$ cat src/logic/pwg_defines.svh
// Register offsets, field positions, reset values and widths of the PWM generator
`ifndef PWG_DEFINES_SVH
`define PWG_DEFINES_SVH

// ==========================================================================
// Register offsets (byte addresses)
`define PWG_OFF_CTL      8'h00
`define PWG_OFF_SYNC     8'h04
`define PWG_OFF_ENABLE   8'h08
`define PWG_OFF_INVERT   8'h0C
`define PWG_OFF_FAULT    8'h10
`define PWG_OFF_INTEN    8'h14
`define PWG_OFF_RIS      8'h18
`define PWG_OFF_ISC      8'h1C
`define PWG_OFF_STATUS   8'h20
`define PWG_OFF_GCTL     8'h40
`define PWG_OFF_GINTEN   8'h44
`define PWG_OFF_GRIS     8'h48
`define PWG_OFF_GISC     8'h4C
`define PWG_OFF_LOAD     8'h50
`define PWG_OFF_COUNT    8'h54
`define PWG_OFF_CMPA     8'h58
`define PWG_OFF_CMPB     8'h5C
`define PWG_OFF_GENA     8'h60
`define PWG_OFF_GENB     8'h64
`define PWG_OFF_DBCTL    8'h68
`define PWG_OFF_DBRISE   8'h6C
`define PWG_OFF_DBFALL   8'h70

// ==========================================================================
// Field positions
`define PWG_GCTL_EN      0
`define PWG_GCTL_UPDOWN  1
`define PWG_GCTL_DBGSTOP 2
`define PWG_GCTL_SYNCUPD 3
`define PWG_INTEN_FAULT  16
`define PWG_GINTEN_TRG   8
`define PWG_STATUS_DIR   1

// ==========================================================================
// Widths and reset values
`define PWG_CNT_W        16
`define PWG_DB_W         12
`define PWG_ACT_W        12
`define PWG_NUM_EV       6
`define PWG_RST_CNT      16'h0000
`define PWG_RST_DB       12'h000

`endif

$ cat src/logic/pwg_pkg.sv
// Types shared by the PWM generator modules
package pwg_pkg;

  // ==========================================================================
  // Action taken by an output on one event
  typedef enum logic [1:0] {
    PWG_ACT_NONE   = 2'h0,
    PWG_ACT_INVERT = 2'h1,
    PWG_ACT_LOW    = 2'h2,
    PWG_ACT_HIGH   = 2'h3
  } pwg_act_t;

  // Position of each counter event in the event vector
  typedef enum int {
    PWG_EV_ZERO  = 0,
    PWG_EV_LOAD  = 1,
    PWG_EV_AUP   = 2,
    PWG_EV_ADOWN = 3,
    PWG_EV_BUP   = 4,
    PWG_EV_BDOWN = 5
  } pwg_ev_t;

endpackage : pwg_pkg

$ cat src/logic/pwg_edge_delay.sv
// Rising-edge delay stage of the dead-band generator
`include "pwg_defines.svh"

module pwg_edge_delay (
  input  wire logic                   i_clk,
  input  wire logic                   i_arst_n,
  input  wire logic                   i_level,
  input  wire logic [`PWG_DB_W-1:0]   i_delay,
  output logic                        o_level
);

  logic [`PWG_DB_W-1:0] cnt_q;

  // Falls at once, rises only after the input has stayed high for i_delay cycles
  always_ff @(posedge i_clk or negedge i_arst_n) begin
    if (!i_arst_n) begin
      cnt_q   <= `PWG_RST_DB;
      o_level <= 1'b0;
    end else if (!i_level) begin
      cnt_q   <= `PWG_RST_DB;
      o_level <= 1'b0;
    end else if (cnt_q >= i_delay) begin
      o_level <= 1'b1;
    end else begin
      cnt_q <= cnt_q + 12'h001;
    end
  end

endmodule : pwg_edge_delay

$ cat src/logic/pwg_top.sv
// PWM generator with counter, compare events, action generator, dead-band and output control
// Behaviour
// - Down mode counts load to zero, reloads
// - Up/down mode counts zero to load, back
// - Direction low in down mode, toggles otherwise
// - One-cycle zero and load pulses
// - Compare match pulses split by direction
// - Compare above load never matches
// - Four events down mode, six up/down
// - Compare events dropped on zero/load
// - Coinciding A/B: each output uses own
// - Per-event action: none, invert, low, high
// - Dead-band disabled passes both outputs
// - Dead-band first output delays rising edge
// - Second output inverted, delayed, never overlapping
// - Interrupt on any selected event
// - ADC trigger on independent selected set
// - Interrupt/trigger use undelayed raw events
// - Global sync clears counter to zero
// - Immediate updates apply at counter zero
// - Synchronous updates wait for update request
// - Per-output fault enable forces inactive
// - Debug stall: continue, or halt at zero
// - Output enable mask, then inversion
// - Counter is sixteen bits wide
// - Disabled channel feeds zero to inverter
// - Update request self-clears, software cannot clear
//
// Implementation choices: the placing of the registers and the address-and-strobe port.
`include "pwg_defines.svh"

module pwg_top
  import pwg_pkg::*;
(
  input  wire logic        I_CORE_CLK,
  input  wire logic        I_ARST_N,
  input  wire logic [7:0]  I_ADDR,
  input  wire logic [31:0] I_WDATA,
  input  wire logic        I_WR,
  input  wire logic        I_RD,
  input  wire logic        I_FAULT,
  input  wire logic        I_DBG_STALL,
  output logic      [31:0] O_RDATA,
  output logic      [1:0]  O_PWM,
  output logic             O_INT,
  output logic             O_ADC_TRIG
);

  // ==========================================================================
  // Registers
  logic                   upd_req_q;
  logic                   gen_en_q, updown_q, dbg_stop_q, sync_mode_q;
  logic [1:0]             out_en_q, inv_q, flt_en_q;
  logic                   flt_int_en_q, flt_ris_q;
  logic [5:0]             int_sel_q, trg_sel_q, ris_q;
  logic [`PWG_CNT_W-1:0]  load_sh_q, cmpa_sh_q, cmpb_sh_q;
  logic [`PWG_CNT_W-1:0]  load_q, cmpa_q, cmpb_q, cnt_q;
  logic                   dir_q;
  logic [`PWG_ACT_W-1:0]  gena_q, genb_q;
  logic                   db_en_q;
  logic [`PWG_DB_W-1:0]   db_rise_q, db_fall_q;
  logic                   gen_a_q, gen_b_q;
  logic                   db_a, db_b;

  logic                   sync_wr, req_wr, run, at_zero, at_load, apply;
  logic                   mat_a, mat_b;
  logic [`PWG_CNT_W-1:0]  load_eff;
  logic [5:0]             ev, evg_a, evg_b;
  logic                   ga_d, gb_d;
  logic [1:0]             pre;
  logic [31:0]            rd_val;

  assign sync_wr = I_WR && (I_ADDR == `PWG_OFF_SYNC) && I_WDATA[0];
  assign req_wr  = I_WR && (I_ADDR == `PWG_OFF_CTL) && I_WDATA[0];

  // ==========================================================================
  // Counter and events
  assign at_zero  = (cnt_q == `PWG_RST_CNT);
  assign at_load  = (cnt_q == load_q);
  // Halt only once zero is reached, so a stall never cuts a period short
  assign run      = gen_en_q && !(I_DBG_STALL && dbg_stop_q && at_zero);
  assign apply    = at_zero && (!sync_mode_q || upd_req_q);
  assign load_eff = apply ? load_sh_q : load_q;
  assign mat_a    = run && (cnt_q == cmpa_q) && (cmpa_q <= load_q);
  assign mat_b    = run && (cnt_q == cmpb_q) && (cmpb_q <= load_q);

  always_comb begin
    ev               = 6'h00;
    ev[PWG_EV_ZERO]  = run && at_zero;
    ev[PWG_EV_LOAD]  = run && at_load;
    ev[PWG_EV_AUP]   = mat_a && dir_q;
    ev[PWG_EV_ADOWN] = mat_a && !dir_q;
    ev[PWG_EV_BUP]   = mat_b && dir_q;
    ev[PWG_EV_BDOWN] = mat_b && !dir_q;
  end

  always_ff @(posedge I_CORE_CLK or negedge I_ARST_N) begin
    if (!I_ARST_N) begin
      cnt_q <= `PWG_RST_CNT;
      dir_q <= 1'b0;
    end else if (sync_wr) begin
      cnt_q <= `PWG_RST_CNT;
      dir_q <= updown_q;
    end else if (run) begin
      if (!updown_q) begin
        dir_q <= 1'b0;
        cnt_q <= at_zero ? load_eff : cnt_q - 16'h0001;
      end else if (dir_q) begin
        if (cnt_q >= load_q) begin
          dir_q <= 1'b0;
          cnt_q <= at_zero ? `PWG_RST_CNT : cnt_q - 16'h0001;
        end else begin
          cnt_q <= cnt_q + 16'h0001;
        end
      end else if (at_zero) begin
        dir_q <= 1'b1;
        cnt_q <= (load_eff == `PWG_RST_CNT) ? `PWG_RST_CNT : 16'h0001;
      end else begin
        cnt_q <= cnt_q - 16'h0001;
      end
    end
  end

  // ==========================================================================
  // Shadow and active period/compare values
  always_ff @(posedge I_CORE_CLK or negedge I_ARST_N) begin
    if (!I_ARST_N) begin
      load_sh_q <= `PWG_RST_CNT;
      cmpa_sh_q <= `PWG_RST_CNT;
      cmpb_sh_q <= `PWG_RST_CNT;
      load_q    <= `PWG_RST_CNT;
      cmpa_q    <= `PWG_RST_CNT;
      cmpb_q    <= `PWG_RST_CNT;
    end else begin
      if (I_WR && I_ADDR == `PWG_OFF_LOAD) load_sh_q <= I_WDATA[15:0];
      if (I_WR && I_ADDR == `PWG_OFF_CMPA) cmpa_sh_q <= I_WDATA[15:0];
      if (I_WR && I_ADDR == `PWG_OFF_CMPB) cmpb_sh_q <= I_WDATA[15:0];
      if (apply) begin
        load_q <= load_sh_q;
        cmpa_q <= cmpa_sh_q;
        cmpb_q <= cmpb_sh_q;
      end
    end
  end

  // Set by software, cleared only by the applied update; a new set wins
  always_ff @(posedge I_CORE_CLK or negedge I_ARST_N) begin
    if (!I_ARST_N) begin
      upd_req_q <= 1'b0;
    end else if (req_wr) begin
      upd_req_q <= 1'b1;
    end else if (apply && upd_req_q) begin
      upd_req_q <= 1'b0;
    end
  end

  // ==========================================================================
  // Signal generator
  function automatic logic act_apply(input logic cur, input logic [1:0] act);
    unique case (pwg_act_t'(act))
      PWG_ACT_NONE:   act_apply = cur;
      PWG_ACT_INVERT: act_apply = !cur;
      PWG_ACT_LOW:    act_apply = 1'b0;
      PWG_ACT_HIGH:   act_apply = 1'b1;
    endcase
  endfunction : act_apply

  always_comb begin
    evg_a = ev;
    evg_b = ev;
    if (ev[PWG_EV_ZERO] || ev[PWG_EV_LOAD]) begin
      evg_a[5:2] = 4'h0;
      evg_b[5:2] = 4'h0;
    end
    if (|evg_a[3:2] && |evg_a[5:4]) begin
      evg_a[5:4] = 2'h0;
      evg_b[3:2] = 2'h0;
    end
    ga_d = gen_a_q;
    gb_d = gen_b_q;
    for (int i = 0; i < `PWG_NUM_EV; i++) begin
      if (evg_a[i]) ga_d = act_apply(ga_d, gena_q[2*i +: 2]);
      if (evg_b[i]) gb_d = act_apply(gb_d, genb_q[2*i +: 2]);
    end
  end

  always_ff @(posedge I_CORE_CLK or negedge I_ARST_N) begin
    if (!I_ARST_N) begin
      gen_a_q <= 1'b0;
      gen_b_q <= 1'b0;
    end else begin
      gen_a_q <= ga_d;
      gen_b_q <= gb_d;
    end
  end

  // ==========================================================================
  // Dead-band and output control
  pwg_edge_delay u_rise (
    .i_clk    (I_CORE_CLK),
    .i_arst_n (I_ARST_N),
    .i_level  (gen_a_q),
    .i_delay  (db_rise_q),
    .o_level  (db_a)
  );

  pwg_edge_delay u_fall (
    .i_clk    (I_CORE_CLK),
    .i_arst_n (I_ARST_N),
    .i_level  (!gen_a_q),
    .i_delay  (db_fall_q),
    .o_level  (db_b)
  );

  // Bypass is one cycle shorter than the delayed path
  assign pre = db_en_q ? {db_b, db_a} : {gen_b_q, gen_a_q};

  always_ff @(posedge I_CORE_CLK or negedge I_ARST_N) begin
    if (!I_ARST_N) begin
      O_PWM <= 2'h0;
    end else begin
      O_PWM <= (pre & out_en_q & ~(flt_en_q & {2{I_FAULT}})) ^ inv_q;
    end
  end

  // ==========================================================================
  // Interrupt and ADC trigger from raw events
  always_ff @(posedge I_CORE_CLK or negedge I_ARST_N) begin
    if (!I_ARST_N) begin
      ris_q      <= 6'h00;
      flt_ris_q  <= 1'b0;
      O_INT      <= 1'b0;
      O_ADC_TRIG <= 1'b0;
    end else begin
      // Set wins over a clear written in the same cycle
      ris_q <= (ris_q & ~((I_WR && I_ADDR == `PWG_OFF_GISC) ? I_WDATA[5:0] : 6'h00)) | ev;
      flt_ris_q <= (flt_ris_q && !(I_WR && I_ADDR == `PWG_OFF_ISC && I_WDATA[`PWG_INTEN_FAULT]))
                   || I_FAULT;
      O_INT      <= |(ris_q & int_sel_q) || (flt_ris_q && flt_int_en_q);
      O_ADC_TRIG <= |(ev & trg_sel_q);
    end
  end

  // ==========================================================================
  // Configuration registers
  always_ff @(posedge I_CORE_CLK or negedge I_ARST_N) begin
    if (!I_ARST_N) begin
      gen_en_q <= 1'b0;
      updown_q <= 1'b0;
      dbg_stop_q <= 1'b0;
      sync_mode_q <= 1'b0;
      out_en_q <= 2'h0;
      inv_q <= 2'h0;
      flt_en_q <= 2'h0;
      flt_int_en_q <= 1'b0;
      int_sel_q <= 6'h00;
      trg_sel_q <= 6'h00;
      gena_q <= 12'h000;
      genb_q <= 12'h000;
      db_en_q <= 1'b0;
      db_rise_q <= `PWG_RST_DB;
      db_fall_q <= `PWG_RST_DB;
    end else if (I_WR) begin
      unique case (I_ADDR)
        `PWG_OFF_GCTL: begin
          gen_en_q    <= I_WDATA[`PWG_GCTL_EN];
          updown_q    <= I_WDATA[`PWG_GCTL_UPDOWN];
          dbg_stop_q  <= I_WDATA[`PWG_GCTL_DBGSTOP];
          sync_mode_q <= I_WDATA[`PWG_GCTL_SYNCUPD];
        end
        `PWG_OFF_ENABLE: out_en_q <= I_WDATA[1:0];
        `PWG_OFF_INVERT: inv_q    <= I_WDATA[1:0];
        `PWG_OFF_FAULT:  flt_en_q <= I_WDATA[1:0];
        `PWG_OFF_INTEN:  flt_int_en_q <= I_WDATA[`PWG_INTEN_FAULT];
        `PWG_OFF_GINTEN: begin
          int_sel_q <= I_WDATA[5:0];
          trg_sel_q <= I_WDATA[`PWG_GINTEN_TRG +: 6];
        end
        `PWG_OFF_GENA:   gena_q    <= I_WDATA[11:0];
        `PWG_OFF_GENB:   genb_q    <= I_WDATA[11:0];
        `PWG_OFF_DBCTL:  db_en_q   <= I_WDATA[0];
        `PWG_OFF_DBRISE: db_rise_q <= I_WDATA[11:0];
        `PWG_OFF_DBFALL: db_fall_q <= I_WDATA[11:0];
        default: ;
      endcase
    end
  end

  // ==========================================================================
  // Read path
  always_comb begin
    rd_val = 32'h0000_0000;
    unique case (I_ADDR)
      `PWG_OFF_CTL:    rd_val[0] = upd_req_q;
      `PWG_OFF_ENABLE: rd_val[1:0] = out_en_q;
      `PWG_OFF_INVERT: rd_val[1:0] = inv_q;
      `PWG_OFF_FAULT:  rd_val[1:0] = flt_en_q;
      `PWG_OFF_INTEN:  rd_val[`PWG_INTEN_FAULT] = flt_int_en_q;
      `PWG_OFF_RIS:    rd_val[`PWG_INTEN_FAULT] = flt_ris_q;
      `PWG_OFF_ISC:    rd_val[`PWG_INTEN_FAULT] = flt_ris_q && flt_int_en_q;
      `PWG_OFF_STATUS: rd_val[1:0] = {dir_q, I_FAULT};
      `PWG_OFF_GCTL:   rd_val[3:0] = {sync_mode_q, dbg_stop_q, updown_q, gen_en_q};
      `PWG_OFF_GINTEN: rd_val[13:0] = {trg_sel_q, 2'h0, int_sel_q};
      `PWG_OFF_GRIS:   rd_val[5:0] = ris_q;
      `PWG_OFF_GISC:   rd_val[5:0] = ris_q & int_sel_q;
      `PWG_OFF_LOAD:   rd_val[15:0] = load_sh_q;
      `PWG_OFF_COUNT:  rd_val[15:0] = cnt_q;
      `PWG_OFF_CMPA:   rd_val[15:0] = cmpa_sh_q;
      `PWG_OFF_CMPB:   rd_val[15:0] = cmpb_sh_q;
      `PWG_OFF_GENA:   rd_val[11:0] = gena_q;
      `PWG_OFF_GENB:   rd_val[11:0] = genb_q;
      `PWG_OFF_DBCTL:  rd_val[0] = db_en_q;
      `PWG_OFF_DBRISE: rd_val[11:0] = db_rise_q;
      `PWG_OFF_DBFALL: rd_val[11:0] = db_fall_q;
      default:         rd_val = 32'h0000_0000;
    endcase
  end

  // Data stand only in the cycle after the read strobe
  always_ff @(posedge I_CORE_CLK or negedge I_ARST_N) begin
    if (!I_ARST_N) begin
      O_RDATA <= 32'h0000_0000;
    end else begin
      O_RDATA <= I_RD ? rd_val : 32'h0000_0000;
    end
  end
endmodule : pwg_top

$ cat config.mk
export PLATFORM = sky130hd
export DESIGN_NAME = pwg_top
export DESIGN_NICKNAME = d
export VERILOG_FILES = /design/src/logic/pwg_pkg.sv /design/src/logic/pwg_edge_delay.sv /design/src/logic/pwg_top.sv
export VERILOG_INCLUDE_DIRS = /design/src /design/src/logic
export SDC_FILE = /design/constraint.sdc
export NUM_CORES = 1
export LEC_CHECK = 0
export ABC_AREA = 1
export BUFFER_PORTS_ARGS = -buffer_cell sky130_fd_sc_hd__buf_2
export CAP_MARGIN = 20
export CORE_MARGIN = 4
export CORE_UTILIZATION = 60
export DETAILED_ROUTE_END_ITERATION = 8
export MAX_ROUTING_LAYER = met4
export PLACE_DENSITY = 0.83
export REMOVE_ABC_BUFFERS = 1
export SLEW_MARGIN = 20
export SYNTH_ARGS = -nofsm -noshare
export SYNTH_HDL_FRONTEND = slang
export SYNTH_SLANG_ARGS = --single-unit
$ cat constraint.sdc
create_clock -name I_CORE_CLK -period 6.4 [get_ports I_CORE_CLK]
set_input_delay 0.64 -clock I_CORE_CLK [delete_from_list [all_inputs] [get_ports I_CORE_CLK]]
set_output_delay 0.64 -clock I_CORE_CLK [all_outputs]
set_load 0.02 [all_outputs]
# Word level (Yosys, flattened, before mapping)
# Index checks and enable logic that the tools add are counted.
# word_totals
ff_bits	242
input_bits	46
word_cells	263
# classes
add_sub_neg	4
order_cmp	5
eq_ne	63
n_mux	64
bitwise_logic	10
n_reduce_logical	81
# op_table
cell	count
16-bit 2-to-1 mux	9
8-bit by 7-bit equality test with 1-bit output (second input constant)	13
6-bit case mux with 9 select lines	1
16-bit equality test	3
2-bit equality test (second input constant)	24
12-bit 2-to-1 mux	4
1-bit case mux with 4 select lines	12
8-bit by 5-bit equality test with 1-bit output (second input constant)	4
16-bit less-or-equal comparator	2
16-bit zero test	2
1-bit logical AND	28
1-bit 2-to-1 mux	25
12-bit by 1-bit adder with 12-bit output (second input constant)	2
2-bit by 1-bit equality test with 1-bit output (second input constant)	12
12-bit greater-or-equal comparator	2
2-bit zero test	12
2-bit case mux with 12 select lines	1
2-bit case mux with 11 select lines	1
2-bit AND reduction	11
6-bit bitwise AND	3
1-bit case mux with 18 select lines	1
17-bit 2-to-1 mux	1
16-bit by 1-bit adder with 16-bit output (second input constant)	1
8-bit by 4-bit equality test with 1-bit output (second input constant)	2
24 further kinds	51

# Depth between registers and ports, before layout
# logic_depth
depth_word	21
ltp_mapped	28
depth_no_buf	28

# By module
# From an unflattened synthesis, not the netlist that was laid out.
# unflattened
cells_unflattened	1832
hier_area_um2	14546.5
# by_module_without_submodules
mod	instances	cells_per_inst	area_per_inst_um2
pwg_top	1	1494	12084.1
pwg_edge_delay	2	169	1231.2

# Least setup slack after synthesis
# Ideal clock, no wire load.
# synth_timing
path_kind	reg2reg
start	register cnt_q[0]
end	register cnt_q[0]
setup_ps	132
arrival_ps	2306
required_time_ps	6268
slack_ps	3961
path_stages_with_launch	17
synth_period_minus_slack_ps	2439
cell_sequence	dfrtp_1 > inv_1 > ha_1 > nand2_4 > nor2_8 > nand4_4 > inv_4 > nand2_4 > buf_6 > nand2_1 > o21ai_1 > nor4_1 > nand4_1 > nand2_1 > nand2_1 > a21oi_1 > o22ai_1
# synth_between
elab_chain_len	10
word_cells_on_any_way	20
# synth_rtl
item	line_no	text
start, declared	pwg_top.sv:57	logic [`PWG_CNT_W-1:0] load_q, cmpa_q, cmpb_q, cnt_q;
start signal, assigned	pwg_top.sv:99	cnt_q <= `PWG_RST_CNT;
start signal, assigned	pwg_top.sv:102	cnt_q <= `PWG_RST_CNT;
start signal, assigned	pwg_top.sv:107	cnt_q <= at_zero ? load_eff : cnt_q - 16'h0001;
16-bit zero test (no source line)	--	
1-bit logical AND	pwg_top.sv:82	assign apply = at_zero && (!sync_mode_q || upd_req_q);
16-bit 2-to-1 mux	--	
net load_eff[6]	pwg_top.sv:67	logic [`PWG_CNT_W-1:0] load_eff;
16-bit zero test (no source line)	--	
1-bit 2-to-1 mux	pwg_top.sv:117	cnt_q <= (load_eff == `PWG_RST_CNT) ? `PWG_RST_CNT : 16'h0001;
16-bit 2-to-1 mux	pwg_top.sv:115	end else if (at_zero) begin
16-bit 2-to-1 mux	pwg_top.sv:108	end else if (dir_q) begin
16-bit 2-to-1 mux	pwg_top.sv:105	if (!updown_q) begin
16-bit 2-to-1 mux	pwg_top.sv:104	end else if (run) begin
16-bit 2-to-1 mux	pwg_top.sv:101	end else if (sync_wr) begin
# The timed path passes the listed nets, and every way through them passes these cells. The select of a mux whose other input is x is not followed.
# A chain may end at the register's enable or synchronous reset.

# Worst setup path in the final report
# Ends and elaborated chain as after synthesis.

==> reports/metrics.cfg <==
[status]
run_status = complete, no violations

[run]
max_cap_violations = 0

[setup_path]
required_ps = 6790
critical_path.max_stage_delay_ps = 500
crit_fanout = 87
path_class = flip-flop to flip-flop
path_cells = inv_1, ha_1, nand2_4, nor2_8, nand4_4, inv_4, nand2_4, nand2_1, o21ai_0, nor2_1, nor3b_1, nand4_1, nand2_1, nand2_1, a21oi_1, o22ai_1
cpLargestDelayFamily = simple AND/OR/NAND/NOR gates
endpoint_kind = flip-flop
critPathLaunchType = flip-flop
worst_path_max_delay_cell = nand2_4
cp_num_buf_inv = 2
timing.critical_path.mode_cell = nand2_1
data_arrival_at_the_endpoint_of_the_critical_path_ps = 4340

[final_layout]
final_core_util = 0.672
final_common_cell = nand2_1
layout-drive-gt1-share = 0.0815
final_nets = 1919
mostFrequentLayoutCells = nand2_1, dfrtp_1, inv_1
flow.area_growth_from_synthesis_pct = 9.53
final_antenna_diode_count = 0

[worst_hold_path]
hold_class = input port to async pin

[sta]
max_slew.worst_pin.slew_ps = 1230
rsz0062_at_grt = false
slew_viols_final = 0
final_hold_viol_count = 0
finalCriticalPeriod_ps = 3940
final_min_period_over_clock_period = 0.616
pnr_worst_setup_slack_ps = 2460
relative_slew_slack = 0.177
setup-tns-final_ps = 0
setup_viol = 0
timing.fmax_ghz = 0.254
fin_skew_ps = 17.3

[routing]
route.vias.total = 12494
wire_per_inst_um = 18.1
route.detailed.vias_per_inst = 5.87
iteration_0_drc_markers = 1264
finalWirelength_um = 38600
detail-route-antenna-nets = 0
remaining_drc_errors = 0
firstDrtPassIters = 5

[die]
placementRows = 55
effective_utilization_at_floorplan = 0.613
die_width_um = 161
floorplan.core_area_um2 = 22800
chipHeight_um = 161
floorplan.die_area_um2 = 25800
num_io_pins = 82

[cts]
post_cts_resized = 0
cts_tree = built
cts_hold_buf = 0
numCtsBuffers = 26
clkSlewWorstSetupHoldPaths_ps = 70
htree_num_levels = 1
post_cts.repair.setup_buffers = 0
clock_tree_buf_depth = 3
insertion_delay_ps = 530
clock-root-buffer = clkbuf_16
num_clock_sinks = 242

[place]
dp_hpwl_um = 28200
routabilityCongestion = 1.00
place_worst_setup_slack_ps = 2610
port_buffers = 51

[synth]
synth_seq_cells = 242
yosys_warnings = 0
ys_seq_area_frac = 0.433
synthesis.area_per_instance_um2 = 7.88
postSynthCellCount = 1773
synthesis.area_um2 = 14000
synthDistinctLibCells = 56

[global_routing]
antenna_violations_before_repair = 0
grt_max_degree = 120
gr-usage-all-layers = 0.304
grt_pass1_vias = 12165
globalRouteOverflowTotal = 0
global_route_wire_length_before_repair_um = 62300

[power_and_ir_drop]
vdd_drop_max_mv = 0.242
power.static_leakage_nw = 7.23
power_density_nw_per_um2 = 294

-- per-stage QoR --
| step | cell area (um2) | cells | hold slack (ps) | total power [mW] |
|---|---|---|---|---|
| floorplan | 13600 | 1711 | 344 | 2.50 |
| CTS | 15300 | 2129 | 240 | 4.48 |
| finish | 15300 | 2129 | 177 | 4.50 |
| global placement | 14300 | 2082 | 467 | 2.74 |
| global route | 15300 | 2129 | 269 | 4.72 |
| detailed placement | 14300 | 2082 | 474 | 2.79 |
-- logic make-up after synthesis --
| family | count (synthesis) | synth area share |
|---|---|---|
| xor gates and xnor gates | 37 | 0.0232 |
| AOI/OAI and AO/OA | 394 | 0.162 |
| other | 1 | 0.000268 |
| DFF | 242 | 0.433 |
| buffers and inverters | 316 | 0.0946 |
| adders and majority gates | 76 | 0.0681 |
| and+or+nand+nor | 697 | 0.211 |
| muxes | 10 | 0.00806 |
-- synth_stat cells, drive strengths merged --
library cell | n | share of area
nor3 | 23 | 0.0086
o21a | 2 | 0.0011
nand3b | 4 | 0.0021
a41oi | 5 | 0.0031
o32ai | 1 | 0.00063
a32oi | 1 | 0.00063
o31ai | 1 | 0.00054
nor3b | 3 | 0.0016
inv | 234 | 0.063
o311ai | 1 | 0.00063
nor2 | 153 | 0.047
buf | 33 | 0.018
nand2 | 431 | 0.12
a22o | 1 | 0.00063
mux2 | 10 | 0.0081
nor4b | 1 | 0.00063
a21oi | 73 | 0.026
o221ai | 1 | 0.00063
or2 | 1 | 0.00045
and2 | 2 | 0.00099
a21o | 1 | 0.00054
and3 | 1 | 0.00045
dfrtp | 242 | 0.43
o22ai | 36 | 0.016
a221o | 1 | 0.00072
ha | 76 | 0.068
a31oi | 7 | 0.0031
o21ai | 211 | 0.076
xnor2 | 17 | 0.011
o2111ai | 3 | 0.0019
a2111oi | 1 | 0.00063
nor4 | 4 | 0.0018
clkinv | 6 | 0.0016
a221oi | 34 | 0.021
nand3 | 57 | 0.021
a31o | 2 | 0.0013
o211a | 1 | 0.00072
xor2 | 20 | 0.013
a211oi | 5 | 0.0027
clkbuf | 43 | 0.012
o211ai | 6 | 0.0032
conb | 1 | 0.00027
nand4 | 17 | 0.0087
-- sequential cells by signal, indices dropped and copies added (netlist names), 6 cells and up --
| name | flops |
|---|---|
| O_RDATA | 17 |
| cmpa_q | 16 |
| cmpa_sh_q | 16 |
| cmpb_q | 16 |
| cmpb_sh_q | 16 |
| cnt_q | 16 |
| load_q | 16 |
| load_sh_q | 16 |
| db_fall_q | 12 |
| db_rise_q | 12 |
| gena_q | 12 |
| genb_q | 12 |
| u_fall.cnt_q | 12 |
| u_rise.cnt_q | 12 |
| int_sel_q | 6 |
| ris_q | 6 |
| trg_sel_q | 6 |
-- where the power goes --
| group | switching, mW | internal, mW |
|---|---|---|
| Sequential | 0.224 | 1.64 |
| Combinational | 0.590 | 0.347 |
| Clock | 0.628 | 1.07 |
| Total | 1.44 | 3.05 |
-- area by class of cell --
cell class	count	area, um2
Clock buffer	38	807
Clock inverter	9	176
Fill cell	1861	7470
Inverter	240	903
Multi-Input combinational cell	1229	6650
Sequential cell	242	6060
Tap cell	313	392
Timing Repair Buffer	58	318
-- per-layer routing --
| metal | global-route usage | up-vias | share of wire |
|---|---|---|---|
| li1 | - | 5872 | - |
| met1 | 0.395 | 5969 | 0.40 |
| met2 | 0.496 | 547 | 0.48 |
| met3 | 0.0421 | 106 | 0.081 |
| met4 | 0.0982 | 0 | 0.034 |
| met5 | - | - | 0 |
-- worst paths after layout --
kind | from | endpoint | depth (start not counted) | slack (ps)
setup / recovery | cnt_q[0] | cnt_q[0] | 16 | 2460
hold / removal | I_ARST_N | cnt_q[11] | 1 | 180
setup reg to reg | cnt_q[0] | cnt_q[0] | 16 | 2460
hold reg to reg | cmpa_sh_q[3] | cmpa_sh_q[3] | 2 | 480
max in group asynchronous | I_ARST_N | cmpa_sh_q[6] | 2 | 4750
min in group I_CORE_CLK | I_FAULT | flt_ris_q | 3 | 350
-- worst register-to-register path, stage by stage, from the launching register on --
cell     delay (ps)
dfrtp_1         430
inv_1           240
ha_1            290
nand2_4         120
nor2_8          140
nand4_4         260
inv_4           310
nand2_4         510
nand2_1         250
o21ai_0         170
nor2_1          150
nor3b_1         380
nand4_1         180
nand2_1          90
nand2_1          50
a21oi_1         150
o22ai_1          90
Power figures use the tool's default switching activity.
